`src/rtl/spk_pkg.sv`:
```
// constants for the sprite plane key and surface register bank
package spk_pkg;
    localparam int          ADDR_W            = 20;
    localparam int          DATA_W            = 32;

    // ------------------------------------------------------------------
    // register byte addresses
    // ------------------------------------------------------------------
    localparam logic [19:0] OFS_SPRITE_SIZE   = 20'h73190;
    localparam logic [19:0] OFS_KEY_MIN       = 20'h73194;
    localparam logic [19:0] OFS_KEY_MASK      = 20'h73198;
    localparam logic [19:0] OFS_SURFACE_BASE  = 20'h7319C;
    localparam logic [19:0] OFS_KEY_MAX       = 20'h731A0;
    localparam logic [19:0] OFS_TILED_OFFSET  = 20'h731A4;

    // ------------------------------------------------------------------
    // reset values and writable bits
    // ------------------------------------------------------------------
    localparam logic [31:0] RST_VALUE         = 32'h00000000;
    localparam logic [31:0] WMASK_SIZE        = 32'h0FFF0FFF;
    localparam logic [31:0] WMASK_KEY_VAL     = 32'h00FFFFFF;
    localparam logic [31:0] WMASK_KEY_MASK    = 32'h07FFFFFF;
    localparam logic [31:0] WMASK_SURFACE     = 32'hFFFFF000;
    localparam logic [31:0] WMASK_TILED       = 32'h0FFF0FFF;

    // ------------------------------------------------------------------
    // field positions
    // ------------------------------------------------------------------
    localparam int          F_XY_LO_LSB       = 0;
    localparam int          F_XY_HI_LSB       = 16;
    localparam int          F_XY_W            = 12;
    localparam int          F_CH_HI_LSB       = 16;
    localparam int          F_CH_MID_LSB      = 8;
    localparam int          F_CH_LO_LSB       = 0;
    localparam int          F_CH_W            = 8;
    localparam int          F_SRC_EN_HI       = 26;
    localparam int          F_SRC_EN_MID      = 25;
    localparam int          F_SRC_EN_LO       = 24;
    localparam int          F_SURF_LSB        = 12;
    localparam int          F_SURF_W          = 20;
endpackage : spk_pkg

```
`src/rtl/spk_regs.sv`:
```
// sprite plane colour key and surface register bank with double buffering
`timescale 1ns/1ps
module spk_regs #(
    parameter int PHYS_PAGE_W = 24
) (
    input  wire logic                          sys_clk,
    input  wire logic                          sys_rst,
    // register access port
    input  wire logic                          reg_wr,
    input  wire logic                          reg_rd,
    input  wire logic [spk_pkg::ADDR_W-1:0]    reg_addr,
    input  wire logic [spk_pkg::DATA_W-1:0]    reg_wdata,
    output logic      [spk_pkg::DATA_W-1:0]    reg_rdata,
    output logic                               reg_rvalid,
    // update points
    input  wire logic                          vblank_start,
    input  wire logic                          pipe_enabled,
    // control from the sprite control register
    input  wire logic                          tiled_surface,
    input  wire logic                          src_key_enable,
    input  wire logic                          dst_key_enable,
    input  wire logic [31:0]                   linear_surface_offset,
    // pixels to compare
    input  wire logic [23:0]                   sprite_pixel,
    input  wire logic [23:0]                   primary_pixel,
    // translation table
    output logic      [spk_pkg::F_SURF_W-1:0]  gtt_page_index,
    input  wire logic [PHYS_PAGE_W-1:0]        gtt_phys_page,
    // live values for the plane
    output logic      [11:0]                   live_width_m1,
    output logic      [11:0]                   live_height_m1,
    output logic      [PHYS_PAGE_W+11:0]       phys_surface_base,
    output logic      [11:0]                   pan_x,
    output logic      [11:0]                   pan_y,
    output logic      [31:0]                   pan_linear,
    output logic                               size_armed,
    output logic                               src_key_hit,
    output logic                               dst_key_hit
);
    import spk_pkg::*;

    // ------------------------------------------------------------------
    // pending copies written by software, the live copies and the arm flag
    // ------------------------------------------------------------------
    logic [31:0] pend_size;
    logic [31:0] pend_kmin;
    logic [31:0] pend_kmask;
    logic [31:0] pend_surf;
    logic [31:0] pend_kmax;
    logic [31:0] pend_tile;
    logic [31:0] live_size;
    logic [31:0] live_kmin;
    logic [31:0] live_kmask;
    logic [31:0] live_surf;
    logic [31:0] live_kmax;
    logic [31:0] live_tile;
    logic        armed;
    logic        next_armed;

    // ------------------------------------------------------------------
    // write decode and masking of reserved bits
    // ------------------------------------------------------------------
    wire wr_size  = reg_wr && (reg_addr == OFS_SPRITE_SIZE);
    wire wr_kmin  = reg_wr && (reg_addr == OFS_KEY_MIN);
    wire wr_kmask = reg_wr && (reg_addr == OFS_KEY_MASK);
    wire wr_surf  = reg_wr && (reg_addr == OFS_SURFACE_BASE);
    wire wr_kmax  = reg_wr && (reg_addr == OFS_KEY_MAX);
    wire wr_tile  = reg_wr && (reg_addr == OFS_TILED_OFFSET);

    // reserved bits never reach the pending copies, so they always read back as zero
    wire [31:0] wval_size  = reg_wdata & WMASK_SIZE;
    wire [31:0] wval_kmin  = reg_wdata & WMASK_KEY_VAL;
    wire [31:0] wval_kmask = reg_wdata & WMASK_KEY_MASK;
    wire [31:0] wval_surf  = reg_wdata & WMASK_SURFACE;
    wire [31:0] wval_kmax  = reg_wdata & WMASK_KEY_VAL;
    wire [31:0] wval_tile  = reg_wdata & WMASK_TILED;

    // a disabled pipe takes the key and surface values at once; size still waits for a surface write to arm it
    wire update_point = vblank_start || !pipe_enabled;

    // a flip written in the update cycle keeps the arm for the next point
    assign next_armed = wr_surf || (armed && !update_point);

    always_ff @(posedge sys_clk or posedge sys_rst) begin
        if (sys_rst) begin
            pend_size  <= RST_VALUE;
            pend_kmin  <= RST_VALUE;
            pend_kmask <= RST_VALUE;
            pend_surf  <= RST_VALUE;
            pend_kmax  <= RST_VALUE;
            pend_tile  <= RST_VALUE;
        end else begin
            if (wr_size)  pend_size  <= wval_size;
            if (wr_kmin)  pend_kmin  <= wval_kmin;
            if (wr_kmask) pend_kmask <= wval_kmask;
            if (wr_surf)  pend_surf  <= wval_surf;
            if (wr_kmax)  pend_kmax  <= wval_kmax;
            if (wr_tile)  pend_tile  <= wval_tile;
        end
    end

    // ------------------------------------------------------------------
    // double buffer load
    // ------------------------------------------------------------------
    always_ff @(posedge sys_clk or posedge sys_rst) begin
        if (sys_rst) begin
            armed     <= 1'b0;
            live_size <= RST_VALUE;
        end else begin
            armed <= next_armed;
            if (update_point && armed) live_size <= pend_size;
        end
    end

    // key and surface copies follow every update point, armed or not
    always_ff @(posedge sys_clk or posedge sys_rst) begin
        if (sys_rst) begin
            live_kmin  <= RST_VALUE;
            live_kmask <= RST_VALUE;
            live_surf  <= RST_VALUE;
            live_kmax  <= RST_VALUE;
            live_tile  <= RST_VALUE;
        end else if (update_point) begin
            live_kmin  <= pend_kmin;
            live_kmask <= pend_kmask;
            live_surf  <= pend_surf;
            live_kmax  <= pend_kmax;
            live_tile  <= pend_tile;
        end
    end

    // ------------------------------------------------------------------
    // readback of the software view
    // ------------------------------------------------------------------
    // reads show the pending copy, so software sees its write before the flip lands
    wire [31:0] rd_mux =
        (reg_addr == OFS_SPRITE_SIZE)  ? pend_size  :
        (reg_addr == OFS_KEY_MIN)      ? pend_kmin  :
        (reg_addr == OFS_KEY_MASK)     ? pend_kmask :
        (reg_addr == OFS_SURFACE_BASE) ? pend_surf  :
        (reg_addr == OFS_KEY_MAX)      ? pend_kmax  :
        (reg_addr == OFS_TILED_OFFSET) ? pend_tile  : RST_VALUE;

    always_ff @(posedge sys_clk or posedge sys_rst) begin
        if (sys_rst) begin
            reg_rdata  <= RST_VALUE;
            reg_rvalid <= 1'b0;
        end else begin
            reg_rvalid <= reg_rd;
            if (reg_rd) reg_rdata <= rd_mux;
        end
    end

    // ------------------------------------------------------------------
    // colour key compare
    // ------------------------------------------------------------------
    logic [2:0] ch_ok;
    logic [2:0] ch_en;
    // range enables sit above the destination masks in the same register
    assign ch_en = {live_kmask[F_SRC_EN_HI], live_kmask[F_SRC_EN_MID], live_kmask[F_SRC_EN_LO]};

    genvar g;
    generate
        for (g = 0; g < 3; g++) begin : g_chan
            wire [7:0] px  = sprite_pixel[g*F_CH_W +: F_CH_W];
            wire [7:0] lo  = live_kmin[g*F_CH_W +: F_CH_W];
            wire [7:0] hi  = live_kmax[g*F_CH_W +: F_CH_W];
            // a channel left out of the check always passes
            assign ch_ok[g] = !ch_en[g] || ((px >= lo) && (px <= hi));
        end
    endgenerate

    // only masked bits can fail the match
    wire [23:0] dst_diff = (primary_pixel ^ live_kmin[23:0]) & live_kmask[23:0];
    // both enables at once is illegal; destination would not be trusted then
    wire src_hit_w = src_key_enable && (&ch_ok);
    wire dst_hit_w = dst_key_enable && !src_key_enable && (dst_diff == 24'h000000);

    always_ff @(posedge sys_clk or posedge sys_rst) begin
        if (sys_rst) begin
            src_key_hit <= 1'b0;
            dst_key_hit <= 1'b0;
        end else begin
            src_key_hit <= src_hit_w;
            dst_key_hit <= dst_hit_w;
        end
    end

    // ------------------------------------------------------------------
    // surface address and panning
    // ------------------------------------------------------------------
    assign gtt_page_index = live_surf[F_SURF_LSB +: F_SURF_W];

    logic [PHYS_PAGE_W+11:0] next_phys_base;
    logic [11:0]             next_pan_x;
    logic [11:0]             next_pan_y;
    logic [31:0]             next_pan_linear;

    // the two panning sources never mix: the one not in use reads as zero
    assign next_phys_base  = {gtt_phys_page, 12'h000};
    assign next_pan_x      = tiled_surface ? live_tile[F_XY_LO_LSB +: F_XY_W] : 12'h000;
    assign next_pan_y      = tiled_surface ? live_tile[F_XY_HI_LSB +: F_XY_W] : 12'h000;
    assign next_pan_linear = tiled_surface ? 32'h00000000 : linear_surface_offset;

    always_ff @(posedge sys_clk or posedge sys_rst) begin
        if (sys_rst) begin
            phys_surface_base <= '0;
            pan_x             <= 12'h000;
            pan_y             <= 12'h000;
            pan_linear        <= 32'h00000000;
        end else begin
            phys_surface_base <= next_phys_base;
            pan_x             <= next_pan_x;
            pan_y             <= next_pan_y;
            pan_linear        <= next_pan_linear;
        end
    end

    assign live_width_m1  = live_size[F_XY_LO_LSB +: F_XY_W];
    assign live_height_m1 = live_size[F_XY_HI_LSB +: F_XY_W];
    assign size_armed     = armed;
endmodule : spk_regs

```
`config.mk`:
```
export PLATFORM = sky130hd
export DESIGN_NAME = spk_regs
export DESIGN_NICKNAME = d
export VERILOG_FILES = /design/src/rtl/spk_pkg.sv /design/src/rtl/spk_regs.sv
export SDC_FILE = /design/constraint.sdc
export NUM_CORES = 1
export LEC_CHECK = 0
export ABC_AREA = 1
export BUFFER_PORTS_ARGS = -buffer_cell sky130_fd_sc_hd__buf_2
export CORE_ASPECT_RATIO = 1.5
export CORE_MARGIN = 8
export CORE_UTILIZATION = 28
export CTS_CLUSTER_DIAMETER = 80
export DETAILED_ROUTE_END_ITERATION = 8
export HOLD_SLACK_MARGIN = 0.03
export MAX_ROUTING_LAYER = met4
export PLACE_DENSITY_LB_ADDON = 0.3
export RECOVER_POWER = 25
export SETUP_SLACK_MARGIN = 0.15
export SYNTH_ARGS = -nofsm -noshare
export SYNTH_HDL_FRONTEND = slang
export SYNTH_SLANG_ARGS = --single-unit
```
`constraint.sdc`:
```
create_clock -name sys_clk -period 19.25 [get_ports sys_clk]
set_clock_uncertainty 0.05 [all_clocks]
set_input_delay 0.9625 -clock sys_clk [delete_from_list [all_inputs] [get_ports sys_clk]]
set_output_delay 0.9625 -clock sys_clk [all_outputs]
set_load 0.05 [all_outputs]
```
==> impl_metrics.py <==
metrics = {
    "run_status": {
        "outcome": "finished with violations",
        "violations": "max-capacitance violations, max-slew violations",
    },
    "sta": {
        "timing_max_transition_violations_final": 315,
        "timing.slew.headroom_pct": -270.4,
        "final.period_utilization_pct": 30.28,
        "timing.final.hold_violations": 0,
        "finalSetupViolCount": 0,
        "rsz_0062_raised_after_global_routing": "false",
        "setup_tns_final_ns": 0,
        "worst-slew-pin-transition_ns": 5.526,
        "tmin_final_ns": 5.829,
        "achievable-frequency_mhz": 171.5,
        "worst_hold_slack_ns": 0.3995,
    },
    "routing": {
        "dr_total_vias": 14050,
        "drc": 0,
        "routed_wl_um": 60770,
        "viasPerCell": 4.624,
        "antenna_violating_nets_post_route": 0,
        "drt_iter0_drc": 897,
        "average_detailed_routed_wire_length_per_instance_um": 20.00,
        "first_pass_iters": 5,
    },
    "critical_path": {
        "critPathMaxFanout": 119,
        "slowest_stage": "sky130_fd_sc_hd__clkinvlp_2",
        "critPathCaptureType": "async pin",
        "timing.critical_path.mode_cell": "sky130_fd_sc_hd__buf_4",
        "required_ns": 19.74,
        "max_stage_delay_ns": 3.04,
        "timing.setup.critical_path_class": "input pin to async pin",
        "series_of_cell_instances_along_the_critical_path": "buf_2, clkinvlp_2, buf_4, buf_4",
        "regToRegEndpoint": "live_size[24]",
        "critical_register_to_register_path_startpoint": "size_armed",
        "crit_arrival_ns": 6.32,
        "worstRegToRegCells": 3,
        "rrSetupSlack_ns": 16.75,
        "worst_setup_path_start_kind": "input pin",
    },
    "floorplanning": {
        "fp-row-count": 112,
        "die_x_um": 220.8,
        "core-area_um2": 62220,
        "ios": 337,
        "die_outline_area_um2": 71350,
        "die_h_um": 323.2,
        "initial_core_util_pct": 28.31,
    },
    "synthesis": {
        "synth-seq-cells": 402,
        "synth.yosys.warnings": 0,
        "synthDominantAreaCellType": "sky130_fd_sc_hd__dfrtp_1",
        "ys.flop_type": "sky130_fd_sc_hd__dfrtp_1",
        "synthesis.instances": 1908,
        "synth-seq-area-share_pct": 57.12,
        "synthesis.area_per_instance_um2": 9.231,
        "async_flop_share_pct": 100.0,
        "synth.distinct_cells": 41,
        "mappedNetlistArea_um2": 17610,
        "yosys.area.top_type_share_pct": 57.12,
        "synth_enable_flop_cells": 0,
        "synthTopCellsByArea": "sky130_fd_sc_hd__dfrtp_1, sky130_fd_sc_hd__nand2_1, sky130_fd_sc_hd__o21ai_0, sky130_fd_sc_hd__inv_1, sky130_fd_sc_hd__ha_1",
    },
    "pwr": {
        "power_density_nw_per_um2": 86.05,
        "worst_ir_drop_vdd_v": 0.00006039,
        "leakage_uw": 0.01082,
        "total_power_uw": 1821,
    },
    "global_routing": {
        "grtUsageTotal_pct": 17.27,
        "grt_start_max_net_pins": 120,
        "via_count_of_the_first_global_routing_pass": 14680,
        "grt_overflow_total": 0,
        "antenna_found_initial": 15,
        "grt_first_pass_wirelength_um": 89560,
    },
    "clock_tree": {
        "clk_pin_slew_worst_paths_ns": 0.06,
        "max-clock-path-buffers": 3,
        "cts_repair_resize_count": 0,
        "clock-sinks": 402,
        "cts_hold_repair_buffers": 0,
        "numCtsBuffers": 42,
        "insertion_delay_ns": 0.58,
        "tritoncts_clock_tree": "done",
        "ctsHtreeMaxLevel": 2,
        "post_cts_buffers": 0,
        "cts_root_buf": "sky130_fd_sc_hd__clkbuf_16",
    },
    "hold_path": {
        "min_path_cells": 2,
        "holdCritStartpoint": "live_tile[19]",
        "min_path_type": "flop to flop",
        "min_to": "pan_y[3]",
    },
    "layout": {
        "design_area_final_um2": 21170,
        "post_route_cells_drive_above_1_share_pct": 21.79,
        "final_common_cell": "sky130_fd_sc_hd__nand2_1",
        "fillCellCount": 6574,
        "nets": 2414,
        "mostFrequentLayoutCells": "sky130_fd_sc_hd__nand2_1, sky130_fd_sc_hd__dfrtp_1, sky130_fd_sc_hd__buf_2, sky130_fd_sc_hd__inv_1, sky130_fd_sc_hd__o21ai_0",
        "multiInputGateArea_um2": 6108,
        "ff_latch_area_um2": 10060,
        "area.growth.synth_to_final_pct": 20.18,
    },
    "placement": {
        "placer_congestion": 0.8550,
        "post-dp-hpwl_um": 46260,
        "dpl_cell_area_um2": 19800,
        "portBuffers": 324,
    },
    "run": {
        "maxCapViolations": 5,
    },
}
-- where the power goes --
group,switching [µW],internal [µW],total [µW]
combinational,105,33.2,139
clock,350,472,822
sequential,4.72,856,861
total,460,1360,1820
-- how the worst max path moves through the flow --
stage	startpoint	endpoint	slack, ns	depth (start not counted)
finish	sys_rst	live_kmax[20]	13.42	4
global route	sys_rst	live_kmax[21]	12.26	4
CTS	sys_rst	pend_kmax[12]	15.93	4
detailed placement	sys_rst	live_surf[31]	15.32	4
global placement	sys_rst	live_kmask[17]	15.40	4
floorplan	sys_rst	dst_key_hit	7.06	1
-- kinds of logic after synthesis --
family                     Yosys count  synth area share, %
adders and majority gates           48                3.410
other                                1              0.02129
AOI/OAI and AO/OA                  389                11.78
xor gates and xnor gates             3               0.1492
and+or+nand+nor                    685                16.63
DFF                                402                57.12
buffers and inverters              342                8.461
muxes                               38                2.430
-- sequential cells by signal (all words and copies together), names as in the netlist, 12 cells and up --
| signal | flops |
|---|---|
| pan_linear | 32 |
| reg_rdata | 32 |
| live_kmask | 27 |
| pend_kmask | 27 |
| live_kmax | 24 |
| live_kmin | 24 |
| live_size | 24 |
| live_tile | 24 |
| pend_kmax | 24 |
| pend_kmin | 24 |
| pend_size | 24 |
| pend_tile | 24 |
| phys_surface_base | 24 |
| live_surf | 20 |
| pend_surf | 20 |
| pan_x | 12 |
| pan_y | 12 |
-- synthesized netlist by cell type (all sizes together), types with 2 or more instances --
cell type and instances:
ha 48, nor3 19, a21oi 83, xnor2 3
o21ai 285, buf 55, inv 245, mux2 38
o21bai 2, or2 4, o2111ai 2, clkbuf 41
o21a 4, o22ai 6, nor2 145, nand4 19
o211ai 4, a21o 2, dfrtp 402, nand3 80
nand2 417
-- layer usage --
layer  up-vias  wire length, µm  global-route usage (%)
li1       6707                -                       -
met1      6819            21500                   17.20
met2       404            33340                   32.09
met3       118             3207                   3.216
met4         0             2719                   7.931
met5         -                0                       -
-- worst max-delay path, delay by kind of cell --
| family | cells | cell delay [ns] |
|---|---|---|
| buffers and inverters | 4 | 5.21 |
-- layout make-up --
cell class | count | share of cell area (%)
Inverter | 246 | 4.375
Clock buffer | 59 | 5.598
Tap cell | 798 | 4.717
Sequential cell | 402 | 47.53
Clock inverter | 14 | 0.8454
Timing Repair Buffer | 334 | 7.957
Antenna cell | 10 | 0.1182
Multi-Input combinational cell | 1175 | 28.86
-- stage by stage --
step / std cells / worst slack, ns / util (%)
final: 3038 / 13.42 / 34.02
after floorplan: 1919 / 7.056 / -
after global placement: 2955 / 15.40 / 31.83
after global routing: 3037 / 12.26 / 34.01
after detailed placement: 2955 / 15.32 / 31.83
after CTS: 3028 / 15.93 / 34.02
Note: power is estimated with default switching activity, not from simulation.
